[src/hw/psm_pkg.sv]
package psm_pkg;

  // Register port geometry and byte offsets.
  localparam int ADDR_W = 4;
  localparam int DATA_W = 32;
  localparam logic [ADDR_W-1:0] REG_CTRL = 4'h0;
  localparam logic [ADDR_W-1:0] REG_MODE = 4'h4;
  localparam logic [ADDR_W-1:0] REG_STRAP_A = 4'h8;
  localparam logic [ADDR_W-1:0] REG_STRAP_B = 4'hC;
  localparam logic [DATA_W-1:0] DATA_ZERO = 32'h0000_0000;

  // Control and mode status field positions.
  localparam int CTRL_FORCE_BIT = 0;
  localparam int MODE_CORE_DEM = 0;
  localparam int MODE_CORE_PH = 1;
  localparam int MODE_NORTH_DEM = 3;
  localparam int MODE_NORTH_PH = 4;
  localparam int MODE_DECODED = 6;
  localparam int MODE_FORCE = 7;
  localparam int MODE_CURRENT = 8;

  // Strap converter code width and field positions.
  localparam int CODE_W = 7;
  localparam int OCP_W = 4;
  localparam int A_OCP_LSB = 3;
  localparam int A_DVC1 = 2;
  localparam int A_RAMP_CORE = 1;
  localparam int A_RAMP_NORTH = 0;
  localparam int B_DELAY = 6;
  localparam int B_DVC0 = 5;
  localparam int B_CORE_OFS = 4;
  localparam int B_NORTH_OFS = 3;
  localparam int B_ZERO_LL = 2;
  localparam int B_QR_CORE = 1;
  localparam int B_QR_NORTH = 0;
  localparam logic SEL_A = 1'b0;
  localparam logic SEL_B = 1'b1;

  // Strap settle time before the first conversion.
  localparam int CLK_NS = 40;
  localparam int STRAP_SETTLE_NS = 1000;
  localparam int SETTLE_CYC = (STRAP_SETTLE_NS + CLK_NS - 1) / CLK_NS;
  localparam int SETTLE_W = 5;
  localparam logic [SETTLE_W-1:0] SETTLE_LAST = SETTLE_W'(SETTLE_CYC - 1);

  typedef enum logic [1:0] {
    PH_ONE = 2'b01,
    PH_TWO = 2'b10,
    PH_THREE = 2'b11
  } psm_phase_t;

  typedef enum logic [1:0] {
    ST_WAIT = 2'b00,
    ST_CONV_A = 2'b01,
    ST_CONV_B = 2'b10,
    ST_DONE = 2'b11
  } psm_strap_st_t;

  typedef struct packed {
    logic valid;
    logic coreSel;
    logic northSel;
    logic powerStateZeroN;
    logic powerStateOneN;
  } psm_cmd_t;

  typedef struct packed {
    psm_phase_t phases;
    logic diodeEmulation;
  } psm_mode_t;

  typedef struct packed {
    logic [OCP_W-1:0] sustainedOvercurrentLimit;
    logic dynamicVoltageCompBit1;
    logic rampAmplitudeCore;
    logic rampAmplitudeNorth;
    logic overcurrentTriggerDelay;
    logic dynamicVoltageCompBit0;
    logic coreOffsetEn;
    logic northOffsetEn;
    logic northZeroLoadLine;
    logic quickResponseThresholdCore;
    logic quickResponseThresholdNorth;
  } psm_strap_t;

endpackage

[src/hw/psm_phase_latch.sv]
module psm_phase_latch
  import psm_pkg::*;
(
  // Clock and reset.
  input wire logic mclk,
  input wire logic reset,
  // Enable and power-on reset status.
  input wire logic enable,
  input wire logic porHigh,
  // Comparator results and north strap.
  input wire logic phase2SenseHigh,
  input wire logic phase3SenseHigh,
  input wire logic northSingleStrap,
  // Latched phase counts.
  output psm_phase_t corePhases,
  output psm_phase_t northPhases
);

  logic enablePrev;
  logic next_enablePrev;
  psm_phase_t next_corePhases;
  psm_phase_t next_northPhases;

  // Capture on the enable rising edge, but only while power-on reset is low.
  // Once it is high the counts are frozen, so later strap noise is harmless.
  always_comb begin
    next_enablePrev = enable;
    next_corePhases = corePhases;
    next_northPhases = northPhases;
    if (enable && !enablePrev && !porHigh) begin
      if (phase2SenseHigh) begin
        next_corePhases = PH_ONE;
      end else if (phase3SenseHigh) begin
        next_corePhases = PH_TWO;
      end else begin
        next_corePhases = PH_THREE;
      end
      next_northPhases = northSingleStrap ? PH_ONE : PH_TWO;
    end
  end

  // Registers only.
  always_ff @(posedge mclk) begin
    if (reset) begin
      enablePrev <= 1'b0;
      corePhases <= PH_THREE;
      northPhases <= PH_TWO;
    end else begin
      enablePrev <= next_enablePrev;
      corePhases <= next_corePhases;
      northPhases <= next_northPhases;
    end
  end

endmodule

[src/hw/psm_power_state_select.sv]
// Behaviour
// - After reset both rails run continuous conduction until a command says otherwise.
// - Core rail enters one-phase diode emulation on zero low, one high.
// - Core rail stays in one-phase diode emulation with both bits low.
// - Core zero bit high gives all configured phases in continuous conduction.
// - North rail enters one-phase diode emulation on zero low, one high.
// - North rail stays in one-phase diode emulation with both bits low.
// - North zero bit high returns to full-phase continuous conduction.
// - No phase strap asserted means three core phases.
// - Phase3 sense high gives two phases, phase2 sense high gives one.
// - Phase straps are sampled on the enable rising edge.
// - Phase count is taken only during power-on reset, then frozen.
// - Both strap pins are converted exactly once after power up, then held.
// - Strap current source turns on only after the one-time decode.
// - First strap gives overcurrent limit, compensation bit1, ramp amplitudes.
// - Second strap gives delay, bit0, offsets, zero load-line, quick thresholds.
// - A transition forces continuous conduction, then restores the saved mode.
module psm_power_state_select
  import psm_pkg::*;
(
  // Clock and reset.
  input wire logic mclk,
  input wire logic reset,

  // Enable and power-on reset status.
  input wire logic enable,
  input wire logic porHigh,

  // Phase strap comparators.
  input wire logic phase2SenseHigh,
  input wire logic phase3SenseHigh,
  input wire logic northSingleStrap,

  // Decoded command from the serial link.
  input psm_cmd_t cmd,

  // Voltage transition in progress per rail.
  input wire logic coreTransition,
  input wire logic northTransition,

  // Strap converter handshake.
  output logic convStart,
  output logic convSel,
  input wire logic convDone,
  input wire logic [CODE_W-1:0] convCode,

  // Register port.
  input wire logic [ADDR_W-1:0] regAddr,
  input wire logic [DATA_W-1:0] regWrData,
  input wire logic regWrite,
  input wire logic regRead,
  output logic [DATA_W-1:0] regRdData,

  // Rail modes and decoded settings.
  output psm_mode_t coreMode,
  output psm_mode_t northMode,
  output psm_phase_t corePhaseCount,
  output psm_strap_t strapSettings,
  output logic strapDecoded,
  output logic strapCurrentOn
);

  // Latched north phase count; only the north rail logic reads it.
  psm_phase_t northPhaseCount;

  // Command hits per rail and the software force.
  logic coreHit;
  logic northHit;
  logic forceCcm;
  logic next_forceCcm;

  // Strap sequencer state and its settle counter.
  psm_strap_st_t state;
  psm_strap_st_t next_state;
  logic [SETTLE_W-1:0] settleCount;
  logic [SETTLE_W-1:0] next_settleCount;

  // Raw converter codes, kept so software can read them back.
  logic [CODE_W-1:0] codeA;
  logic [CODE_W-1:0] next_codeA;
  logic [CODE_W-1:0] codeB;
  logic [CODE_W-1:0] next_codeB;

  // Next values of the registered outputs.
  logic next_convStart;
  logic next_convSel;
  psm_strap_t next_strapSettings;
  logic next_strapDecoded;
  logic next_strapCurrentOn;
  logic [DATA_W-1:0] next_regRdData;

  // Status word assembled from live state for the mode register.
  logic [DATA_W-1:0] modeWord;

  // Phase counts are caught on each enable rising edge while power-on reset is low.
  // The latch watches the enable edge itself, so a board that raises
  // enable late still gets its straps read, as long as power-on reset
  // has not yet completed.
  psm_phase_latch phaseLatch (
    .mclk(mclk),
    .reset(reset),
    .enable(enable),
    .porHigh(porHigh),
    .phase2SenseHigh(phase2SenseHigh),
    .phase3SenseHigh(phase3SenseHigh),
    .northSingleStrap(northSingleStrap),
    .corePhases(corePhaseCount),
    .northPhases(northPhaseCount)
  );

  // A command moves a rail only when its own domain bit is set.
  assign coreHit = cmd.valid && cmd.coreSel;
  assign northHit = cmd.valid && cmd.northSel;

  // Core rail mode; software force acts like a transition.
  // The force is a bring-up aid: it pins both rails to full conduction
  // without losing the power-saving choice that the last command made.
  psm_rail_mode coreRail (
    .mclk(mclk),
    .reset(reset),
    .fullPhases(corePhaseCount),
    .cmdHit(coreHit),
    .powerStateZeroN(cmd.powerStateZeroN),
    .inTransition(coreTransition || forceCcm),
    .mode(coreMode)
  );

  // North rail mode. Both rails share one command bus; the domain bits
  // decide which of them takes a given packet.
  psm_rail_mode northRail (
    .mclk(mclk),
    .reset(reset),
    .fullPhases(northPhaseCount),
    .cmdHit(northHit),
    .powerStateZeroN(cmd.powerStateZeroN),
    .inTransition(northTransition || forceCcm),
    .mode(northMode)
  );

  // One-time strap sequence. The settle wait lets the divider voltage
  // stabilise after power-on reset before the first conversion starts.
  // Reaching ST_DONE is permanent until the next reset, which is what
  // keeps the decode to exactly one pass.
  // A dip of power-on reset during the settle wait restarts the wait, so
  // a glitching supply never starts a conversion on a moving divider.
  always_comb begin
    next_state = state;
    next_settleCount = settleCount;
    next_codeA = codeA;
    next_codeB = codeB;
    next_convStart = 1'b0;
    next_convSel = convSel;
    case (state)
      ST_WAIT: begin
        if (porHigh) begin
          if (settleCount == SETTLE_LAST) begin
            next_state = ST_CONV_A;
            next_convStart = 1'b1;
            next_convSel = SEL_A;
          end else begin
            next_settleCount = settleCount + 1'b1;
          end
        end else begin
          next_settleCount = '0;
        end
      end

      // First strap: capture, then start the second at once.
      ST_CONV_A: begin
        if (convDone) begin
          next_codeA = convCode;
          next_state = ST_CONV_B;
          next_convStart = 1'b1;
          next_convSel = SEL_B;
        end
      end

      // Second strap: capture and finish.
      ST_CONV_B: begin
        if (convDone) begin
          next_codeB = convCode;
          next_state = ST_DONE;
        end
      end

      // Terminal state; a converter done pulse here is ignored.
      ST_DONE: begin
        next_state = ST_DONE;
      end
      default: begin
        next_state = ST_WAIT;
      end
    endcase
  end

  // Strap sequence registers. The converter select is held between
  // starts so the converter may sample it at any time during a pass.
  always_ff @(posedge mclk) begin
    if (reset) begin
      state <= ST_WAIT;
      settleCount <= '0;
      codeA <= '0;
      codeB <= '0;
      convStart <= 1'b0;
      convSel <= SEL_A;
    end else begin
      state <= next_state;
      settleCount <= next_settleCount;
      codeA <= next_codeA;
      codeB <= next_codeB;
      convStart <= next_convStart;
      convSel <= next_convSel;
    end
  end

  // Settings are published only after both codes are in, so downstream
  // logic never sees a half-decoded mix of old and new fields.
  // The current source is switched on with the same edge, which keeps
  // its extra divider voltage out of both conversions.
  always_comb begin
    next_strapSettings = strapSettings;
    next_strapDecoded = (state == ST_DONE);
    next_strapCurrentOn = (state == ST_DONE);
    if (state == ST_DONE && !strapDecoded) begin
      // First strap: limit, compensation bit 1 and ramp amplitudes.
      next_strapSettings.sustainedOvercurrentLimit =
        codeA[A_OCP_LSB +: OCP_W];
      next_strapSettings.dynamicVoltageCompBit1 = codeA[A_DVC1];
      next_strapSettings.rampAmplitudeCore = codeA[A_RAMP_CORE];
      next_strapSettings.rampAmplitudeNorth = codeA[A_RAMP_NORTH];

      // Second strap: delay, compensation bit 0, offsets and thresholds.
      next_strapSettings.overcurrentTriggerDelay = codeB[B_DELAY];
      next_strapSettings.dynamicVoltageCompBit0 = codeB[B_DVC0];
      next_strapSettings.coreOffsetEn = codeB[B_CORE_OFS];
      next_strapSettings.northOffsetEn = codeB[B_NORTH_OFS];
      next_strapSettings.northZeroLoadLine = codeB[B_ZERO_LL];
      next_strapSettings.quickResponseThresholdCore = codeB[B_QR_CORE];
      next_strapSettings.quickResponseThresholdNorth = codeB[B_QR_NORTH];
    end
  end

  // Settings registers.
  always_ff @(posedge mclk) begin
    if (reset) begin
      strapSettings <= '0;
      strapDecoded <= 1'b0;
      strapCurrentOn <= 1'b0;
    end else begin
      strapSettings <= next_strapSettings;
      strapDecoded <= next_strapDecoded;
      strapCurrentOn <= next_strapCurrentOn;
    end
  end

  // Mode status word assembled from live state.
  // Unused bits stay zero so that later fields can be added without
  // breaking software that masks the word.
  always_comb begin
    modeWord = DATA_ZERO;
    modeWord[MODE_CORE_DEM] = coreMode.diodeEmulation;
    modeWord[MODE_CORE_PH +: 2] = coreMode.phases;
    modeWord[MODE_NORTH_DEM] = northMode.diodeEmulation;
    modeWord[MODE_NORTH_PH +: 2] = northMode.phases;
    modeWord[MODE_DECODED] = strapDecoded;
    modeWord[MODE_FORCE] = forceCcm;
    modeWord[MODE_CURRENT] = strapCurrentOn;
  end

  // Register writes and reads. Read data stand for one cycle only and are
  // zero otherwise; an unmapped address reads as zero and ignores writes.
  always_comb begin
    next_forceCcm = forceCcm;
    next_regRdData = DATA_ZERO;

    // Only the control register is writable.
    if (regWrite && regAddr == REG_CTRL) begin
      next_forceCcm = regWrData[CTRL_FORCE_BIT];
    end

    // Reads never stall; every address answers in the next cycle.
    if (regRead) begin
      case (regAddr)
        REG_CTRL: begin
          next_regRdData[CTRL_FORCE_BIT] = forceCcm;
        end
        REG_MODE: begin
          next_regRdData = modeWord;
        end
        REG_STRAP_A: begin
          next_regRdData[CODE_W-1:0] = codeA;
        end
        REG_STRAP_B: begin
          next_regRdData[CODE_W-1:0] = codeB;
        end
        default: begin
          next_regRdData = DATA_ZERO;
        end
      endcase
    end
  end

  // Register port flip-flops. Clearing the read data between reads
  // makes a stale word easy to tell from a fresh one on the bus.
  always_ff @(posedge mclk) begin
    if (reset) begin
      forceCcm <= 1'b0;
      regRdData <= DATA_ZERO;
    end else begin
      forceCcm <= next_forceCcm;
      regRdData <= next_regRdData;
    end
  end

endmodule

[src/hw/psm_rail_mode.sv]
module psm_rail_mode
  import psm_pkg::*;
(
  // Clock and reset.
  input wire logic mclk,
  input wire logic reset,
  // Rail configuration and command.
  input psm_phase_t fullPhases,
  input wire logic cmdHit,
  input wire logic powerStateZeroN,
  input wire logic inTransition,
  // Rail mode.
  output psm_mode_t mode
);

  logic savedDem;
  logic next_savedDem;
  psm_mode_t next_mode;

  // The saved power-saving choice survives a transition, so the rail drops
  // back into it when the transition ends.
  always_comb begin
    next_savedDem = savedDem;
    if (cmdHit) begin
      next_savedDem = !powerStateZeroN;
    end
    if (inTransition || !next_savedDem) begin
      next_mode = '{fullPhases, 1'b0};
    end else begin
      next_mode = '{PH_ONE, 1'b1};
    end
  end

  // Registers only.
  always_ff @(posedge mclk) begin
    if (reset) begin
      savedDem <= 1'b0;
      mode <= '{fullPhases, 1'b0};
    end else begin
      savedDem <= next_savedDem;
      mode <= next_mode;
    end
  end

endmodule
[config.mk]
export PLATFORM = sky130hd
export DESIGN_NAME = psm_power_state_select
export DESIGN_NICKNAME = d
export VERILOG_FILES = /design/src/hw/psm_pkg.sv /design/src/hw/psm_phase_latch.sv /design/src/hw/psm_power_state_select.sv /design/src/hw/psm_rail_mode.sv
export SDC_FILE = /design/constraint.sdc
export NUM_CORES = 1
export LEC_CHECK = 0
export BUFFER_PORTS_ARGS = -buffer_cell sky130_fd_sc_hd__buf_2
export CAP_MARGIN = 20
export CORE_ASPECT_RATIO = 1.2
export CORE_UTILIZATION = 40
export CTS_BUF_LIST = sky130_fd_sc_hd__clkbuf_16
export DETAILED_ROUTE_END_ITERATION = 8
export MAX_ROUTING_LAYER = met4
export PLACE_DENSITY = 0.7
export SLEW_MARGIN = 5
export SYNTH_ARGS = -nofsm -noshare
export SYNTH_HDL_FRONTEND = slang
export SYNTH_SLANG_ARGS = --single-unit
[constraint.sdc]
create_clock -name mclk -period 2.2 [get_ports mclk]
set_clock_uncertainty 0.15 [all_clocks]
set_input_delay 0.33 -clock mclk [delete_from_list [all_inputs] [get_ports mclk]]
set_output_delay 0.33 -clock mclk [all_outputs]
set_load 0.01 [all_outputs]
==> results.cfg, run 1 <==
[yosys]
synth_area_um2 = 2526
yosys_most_used_dff = dfxtp_1
synth_edf_count = 0
synth_top_area_cell = dfxtp_1
syn_inst = 273
yosysSeqAreaShare = 0.4834
synth_cell_types = 43
async_flop_share = 0
ys_seq_elements = 61
synth_top_area_frac = 0.4834
yosys_warnings = 0
synth.avg_cell_area_um2 = 9.253
yosys-top-cells-area = dfxtp_1 48%, buf_4 7.4%, mux2i_1 5.9%

[pwr]
ir_worst_vdd_mv = 0.5219
p_int_w = 0.001907
pwr-share-seq = 0.465
pwr-share-clk = 0.481
p_per_area_nw_per_um2 = 802.4
leakagePower_nw = 1.419
combPwrFrac = 0.054
switching_share = 0.2159
p_sw_w = 0.0005249

[layout]
layout.nets = 392
fin_cells = 417
n_fill_cell = 608
drive_gt1_frac = 0.2657
final_core_util = 0.5008
num_antenna_cells = 0
syn2layout_area_growth_pct = 19.96
final-seq-area_um2 = 1221
multi_input_area_um2 = 1117

[sta]
rsz0062_at_grt = false
fin_crit_ns = 1.776
whs_ns = 0.08924
finalCritPeriodShare = 0.8073
tightestPinTransition_ns = 0.5717
final_max_slew_viol_count = 0
setup_viol = 0
slew_headroom = 0.6177
finalHoldViolCount = 0
max_freq_ghz = 0.5631
fin_setup_tns_ns = 0
timing.final.ws_setup_ns = 0.4240

[global_route]
antenna_found_initial = 0
grt_pass1_wl_um = 8280
grt.overflow.total = 0
grt_max_degree = 39
grt_pass1_vias = 1799
grt.total_usage = 0.1781

[cts]
postCtsSetupBuffers = 0
htreeDepth = 3
clk_transition_reported_paths_ns = 0.05
cts_hold_buf = 0
cts_tree = built
insertion_delay_ns = 0.32
numCtsBuffers = 9
clock_path_buffers = 2
cts-resized-gates = 0
ctsRootBufferMaster = clkbuf_16
cts_sinks = 61

[drt]
final_antenna_net_count = 0
drcViolationCount = 0
dr.first_iter.drc_count = 128
vias = 1973
dr.pass1.iters = 4
wl_per_cell_um = 12.64
routed_wl_um = 5269
vias_per_cell = 4.731

[floorplanning]
boundaryPins = 118
coreArea_um2 = 6051
die_h_um = 89.06
die_area_um2 = 6639
start_util = 0.4175
die_width_um = 74.55
num_rows = 31

[critical_path]
crit_type = reg -> reg
worst_setup_path_start_kind = flop
cp_max_fo = 6
cp_data_arrival_time_ns = 1.87
cp_data_required_time_ns = 2.30
r2r_cells = 5
endpoint_kind = flop
r2r_slack_ns = 0.42

[hold_path]
hold_depth = 2
hold_path_class = in -> reg

[placement]
post-place-ws_ns = 0.4324
portBuffers = 62
hpwl_um = 3780
dp.cells = 401
place.gp.congestion = 0.7554

[outcome]
status = completed

[flow_run]
cap_violations = 0
-- power groups by stage --
stage / Sequential, W / Combinational (W) / Clock, W
2_1_floorplan: 0.00116 / 0.000107 / 0
3_3_place_gp: 0.00115 / 0.000128 / 0
3_5_place_dp: 0.00115 / 0.000130 / 0
4_1_cts: 0.00113 / 0.000131 / 0.00120
5_1_grt: 0.00113 / 0.000147 / 0.00125
6_report: 0.00113 / 0.000131 / 0.00117
-- worst max-delay path, cell delays in order, from the launching register on --
cell     delay, ns
dfxtp_1       0.41
inv_1         0.07
ha_1          0.18
and4b_1       0.24
or4b_1        0.53
a21oi_1       0.13
-- metrics by stage --
step                power [W]  cell area (um2)
floorplan            0.001262             2609
global placement     0.001281             2778
detailed placement   0.001283             2778
CTS                  0.002462             3030
global route         0.002534             3030
finish               0.002432             3030
-- path summary, 6_finish.rpt --
check,from,end
worst max-delay path,settleCount[0],settleCount[2]
worst min-delay path,phase2SenseHigh,phaseLatch.corePhases[1]
worst max register to register,settleCount[0],settleCount[2]
worst min register to register,strapSettings[4],strapSettings[4]
-- metal layers --
| metal | track usage | wire length (um) | vias to the layer above |
|---|---|---|---|
| met1 | 0.2028 | 2249 | 911 |
| met4 | 0.1029 | 110 | 0 |
| met3 | 0.04510 | 272 | 9 |
| li1 | - | - | 997 |
| met5 | - | 0 | - |
| met2 | 0.2817 | 2637 | 56 |
-- registers in the layout, indices dropped and copies added (netlist names), 2 cells and up --
| register | cells |
|---|---|
| coreRail.mode | 3 |
| codeA | 7 |
| strapSettings | 14 |
| settleCount | 5 |
| state | 2 |
| phaseLatch.corePhases | 2 |
| northRail.mode | 3 |
| codeB | 7 |
| regRdData | 9 |
| phaseLatch.northPhases | 2 |
-- area by class of cell --
cell class                 count  share of cell area
tap                           82             0.03386
clock inverter                 7            0.009083
inverter                       5            0.006193
timing repair buffer          63              0.1049
multi-input combinational    190              0.3687
clock buffer                   9             0.07432
sequential                    61              0.4030
-- synth_stat cells, types with 2 or more instances --
master / number
a21oi_1: 22
a22oi_1: 6
a31oi_1: 3
and2_1: 2
and4b_1: 2
buf_2: 3
buf_4: 25
clkbuf_1: 10
dfxtp_1: 61
ha_1: 2
inv_1: 4
mux2_2: 6
mux2i_1: 15
nand2_1: 34
nand2b_1: 2
nand3_1: 8
nand3b_1: 4
nor2_1: 28
nor2b_1: 5
nor3b_1: 4
o21ai_0: 3
or2_2: 2
or3_1: 2
-- cell usage in the layout, fill, tap and decap left out, types with 6 or more instances in the layout --
master     synthesis  routed
mux2i_1           15      15
clkbuf_16          0       9
nand2_1           34      34
a22oi_1            6       6
conb_1             1      23
nor2_1            28      28
nand3_1            8       8
mux2_2             6       6
inv_1              4       8
a21oi_1           22      22
buf_2              3      62
dfxtp_1           61      61
-- kinds of logic after synthesis --
logic type	synth area share
compound gates	0.09708
flops	0.4834
mux	0.09509
simple gates	0.2060
fa+ha+maj	0.009904
other cells	0.001484
buf+inv	0.1070
No activity file was read; power rests on OpenSTA's default activity.
==> run 2: changes to the inputs <==
PLACE_DENSITY = 0.73   (was 0.7)
clock period = 1.5 ns   (was 2.2 ns; I/O delays follow)
==> results.cfg, run 2 (synthesis gave the netlist of run 1 again) <==
[outcome]
status = finished, violations left
violations = setup timing

[hold_path]
hold_path_class = in -> reg
min-delay-start = northSingleStrap

[floorplanning]
die_width_um = 74.55
num_rows = 31
die_h_um = 89.06
start_util = 0.4175
coreArea_um2 = 6051
die_area_um2 = 6639
boundaryPins = 118

[layout]
final_cell_mix = 62 x buf_2, 58 x dfxtp_1, 34 x nand2_1, 28 x nor2_1, 23 x conb_1
drive_gt1_frac = 0.3286
layout.nets = 411
top_regs = strapSettings (14), regRdData (9)
max_flop_register = strapSettings
syn2layout_area_growth_pct = 29.62
fin_cells = 435
num_antenna_cells = 0
largest_reg_flops = 14
mostFrequentLayoutCell = buf_2

[sta]
max_freq_ghz = 0.6249
finalHoldViolCount = 0
timing.final.ws_setup_ns = -0.1001
fin_crit_ns = 1.600
whs_ns = 0.009013
final_max_slew_viol_count = 0
finalCritPeriodShare = 1.067
rsz0062_at_grt = true
setup_viol = 3

[drt]
vias = 2036
vias_per_cell = 4.680
dr.pass1.iters = 5
final_antenna_net_count = 0
wl_per_cell_um = 12.92
dr.first_iter.drc_count = 79
drcViolationCount = 0
routed_wl_um = 5619

[global_route]
grt.total_usage = 0.1869
antenna_found_initial = 0
grt_pass1_vias = 1911
grt_pass1_wl_um = 8818
grt_max_degree = 39
grt.overflow.total = 0

[pwr]
switching_share = 0.2090
p_per_area_nw_per_um2 = 1154
ir_worst_vdd_mv = 0.6013
pwr-share-clk = 0.501
pwr-share-seq = 0.439
p_sw_w = 0.0007898
p_int_w = 0.002989
combPwrFrac = 0.060
leakagePower_nw = 1.526
power_w = 0.003779

[cts]
insertion_delay_ns = 0.32
clk_transition_reported_paths_ns = 0.05
htreeDepth = 3
cts_sinks = 61
numCtsBuffers = 9
cts_tree = built
ctsRootBufferMaster = clkbuf_16
clock_path_buffers = 2

[critical_path]
startpoint = state[0]
worst_setup_path_start_kind = flop
cp_data_arrival_time_ns = 1.70
r2r-start = state[0]
endpoint_kind = flop
crit_type = reg -> reg
cp_data_required_time_ns = 1.60
cp_max_fo = 5

[flow_run]
cap_violations = 0

[placement]
dp.cells = 415
post-place-ws_ns = -0.08063
place.gp.congestion = 0.8552
hpwl_um = 3999
portBuffers = 62
-- run 2: critical path: stages (launching register included) --
cell and delay [ns]:
dfxtp_2 0.31, or3b_4 0.42, or4b_1 0.51, a21oi_1 0.14
-- run 2: metrics by stage --
stage                     setup TNS, ns  utilization  cell area (um2)
after floorplan                -0.09602            -             2614
after global placement          -0.1465       0.4793             2900
after detailed placement        -0.2030       0.4793             2900
after CTS                       -0.1322       0.5339             3231
after global routing            -0.3159       0.5412             3274
final                           -0.1810       0.5412             3274
-- run 2: cell type report --
| class | instances | area [um2] |
|---|---|---|
| clock inverter | 6 | 50.05 |
| tap | 82 | 102.6 |
| sequential | 61 | 1225 |
| inverter | 5 | 18.77 |
| clock buffer | 9 | 225.2 |
| multi-input combinational | 190 | 1169 |
| timing repair buffer | 82 | 484.2 |
| fill | 559 | 2776 |
-- run 2: worst paths after layout --
path	end	slack, ns	cells past startpoint
min	phaseLatch.northPhases[0]	0.009	3
max	settleCount[2]	-0.10	3
max reg2reg	settleCount[2]	-0.10	3
min reg2reg	strapSettings[8]	0.30	2
-- run 2: routing by layer --
layer | routed length [um] | track usage
met5 | 0 | -
met1 | 2445 | 0.2045
met3 | 201 | 0.03946
met2 | 2846 | 0.3104
met4 | 125 | 0.1098
-- run 2: power groups by stage --
| stage | Combinational, W | Clock (W) | Sequential, W |
|---|---|---|---|
| 2_1_floorplan | 0.000157 | 0 | 0.00169 |
| 3_3_place_gp | 0.000203 | 0 | 0.00169 |
| 3_5_place_dp | 0.000208 | 0 | 0.00169 |
| 4_1_cts | 0.000217 | 0.00193 | 0.00166 |
| 5_1_grt | 0.000252 | 0.00200 | 0.00166 |
| 6_report | 0.000225 | 0.00189 | 0.00166 |
-- run 2: what timing repair did --
item,in CTS,in global routing
buffers inserted,1,2
hold buffers,3,0
gates resized for setup,6,7
pin swaps,1,8
endpoints found under the setup margin,3,6
endpoints found under the hold margin,3,0
==> run 3: changes to the inputs <==
ABC_AREA = 1   (was unset)
GPL_TIMING_DRIVEN = 1   (was unset)
==> results.cfg, run 3 <==
[critical_path]
cp_data_required_time_ns = 1.56
cp_num_buf_inv = 2
cp_max_fo = 5
endpoint_kind = flop
crit_type = reg -> reg
cp.depth = 8
cp_slowest_stage_delay_ns = 0.38
cp_slowest_cell = dfxtp_1
r2r_cells = 8
worst_setup_path_start_kind = flop
cp_data_arrival_time_ns = 1.44
path_cells = inv_1 > ha_1 > nand2_1 > inv_1 > nand3_1 > nand2_1 > nand2_1 > a21oi_1
cpMostUsedCell = nand2_1
crit_family = simple AND/OR/NAND/NOR gates

[drt]
routed_wl_um = 5840
dr.pass1.iters = 4
dr.first_iter.drc_count = 173
final_antenna_net_count = 0
wl_per_cell_um = 11.82
vias_per_cell = 4.704
vias = 2324
drcViolationCount = 0

[cts]
insertion_delay_ns = 0.32
cts-resized-gates = 0
cts_sinks = 61
clock_path_buffers = 2
numCtsBuffers = 9
ctsRootBufferMaster = clkbuf_16
htreeDepth = 3
postCtsSetupBuffers = 0
cts_tree = built
clk_transition_reported_paths_ns = 0.05

[layout]
n_fill_cell = 568
top_regs = strapSettings (14), regRdData (9)
layout.nets = 470
final_core_util = 0.5326
num_antenna_cells = 0
multi_input_area_um2 = 1061
syn2layout_area_growth_pct = 25.96
final-seq-area_um2 = 1221
drive_gt1_frac = 0.2136
final_area_um2 = 3284
final_cell_mix = 62 x buf_2, 61 x dfxtp_1, 46 x nor2_1, 37 x inv_1, 34 x o21ai_0
mostFrequentLayoutCell = buf_2
largest_reg_flops = 14
max_flop_register = strapSettings

[floorplanning]
die_width_um = 75.71
die_h_um = 90.45
die_area_um2 = 6847
boundaryPins = 118
num_rows = 31
start_util = 0.4228
coreArea_um2 = 6167

[placement]
portBuffers = 62
post-place-ws_ns = 0.1260
place.gp.congestion = 0.8235
placed_cell_area_um2 = 2924
hpwl_um = 4222

[yosys]
synth_cell_types = 24
async_flop_share = 0
syn_inst = 336
synth_top_area_cell = dfxtp_1
yosys-top-cells-area = dfxtp_1 47%, buf_4 7.8%, nor2_1 6.6%
post-synth-top-count-cell = dfxtp_1
yosysSeqAreaShare = 0.4683
yosys_warnings = 0
synth_edf_count = 0
synth.avg_cell_area_um2 = 7.760
ys_seq_elements = 61
synth_area_um2 = 2608
netlist_top_cells_count = 61 x dfxtp_1, 46 x nor2_1, 37 x inv_1, 34 x o21ai_0, 31 x nand2_1
yosys_most_used_dff = dfxtp_1
synth_top_area_frac = 0.4683

[sta]
fin_crit_ns = 1.383
rsz0062_at_grt = false
final_max_slew_viol_count = 0
max_freq_ghz = 0.7230
finalCritPeriodShare = 0.9221
fin_setup_tns_ns = 0
whs_ns = 0.01217
setup_viol = 0
timing.final.ws_setup_ns = 0.1169
finalHoldViolCount = 0

[pwr]
ir_worst_vdd_mv = 0.5825
p_per_area_nw_per_um2 = 1207
leakagePower_nw = 1.605

[global_route]
grt_max_degree = 30
grt.overflow.total = 0
grt_pass1_wl_um = 9535
grt_pass1_vias = 2128
grt.total_usage = 0.1896
antenna_found_initial = 0

[flow_run]
cap_violations = 0

[hold_path]
hold_path_class = in -> reg
hold_depth = 3

[outcome]
status = completed
run 3: changes by cell type in the layout (fill, tap and decap cells not counted), sizes merged, moves of 6 or more:
cell,before,now
a22oi,6,0
buf,79,67
nor2,28,49
mux2,6,0
inv,8,41
mux2i,15,0
nand3,8,22
o21ai,3,35
nand4,0,22
run 3: area by class of cell:
class | count | share of cell area
flip-flops and latches | 61 | 0.3718
multi-input cells | 220 | 0.3230
repair buffers | 75 | 0.1417
clock buffers | 9 | 0.06857
inverters | 41 | 0.04686
well taps | 82 | 0.03124
clock inverters | 6 | 0.01676
run 3: routing by layer:
metal / vias up / part of all wire / global-route usage
li1: 1206 / - / -
met5: - / 0 / -
met3: 7 / 0.049 / 0.05134
met2: 77 / 0.52 / 0.3162
met1: 1034 / 0.42 / 0.2088
met4: 0 / 0.011 / 0.07562
run 3: worst paths after layout:
kind,from,to,slack [ns]
worst max-delay path,settleCount[0],settleCount[1],0.12
worst min-delay path,convCode[2],codeA[2],0.01
worst min register to register,phaseLatch.northPhases[1],northRail.mode[2],0.30
worst max register to register,settleCount[0],settleCount[1],0.12
run 3: power by group:
part | total (W) | internal, W | switching (W)
Clock | 0.00193 | 0.00125 | 0.000674
Sequential | 0.00171 | 0.00168 | 0.0000362
Combinational | 0.000323 | 0.000121 | 0.000202
Total | 0.00396 | 0.00305 | 0.000912
run 3: cells by family after synthesis:
kind of cell	count (synthesis)	share of synthesized area
AOI/OAI and AO/OA	67	0.1377
adders and majority gates	2	0.009595
buffers and inverters	77	0.1564
DFF	61	0.4683
other	1	0.001438
and+or+nand+nor	128	0.2265
run 3: worst min-delay path, cell delays in order:
cell and delay, ns:
buf_2 0.09, nor2_1 0.04, nor2_1 0.09
run 3: stage by stage:
step	total power, W	std cells
5_1_grt	0.004117	494
3_5_place_dp	0.002049	471
4_1_cts	0.004003	494
2_1_floorplan	0.001979	358
6_report	0.003964	494
3_3_place_gp	0.002040	471
run 3: timing repair:
item                                   CTS  global route
endpoints found under the hold margin    8             0
hold buffers                             8             0
setup endpoints to repair                0             0
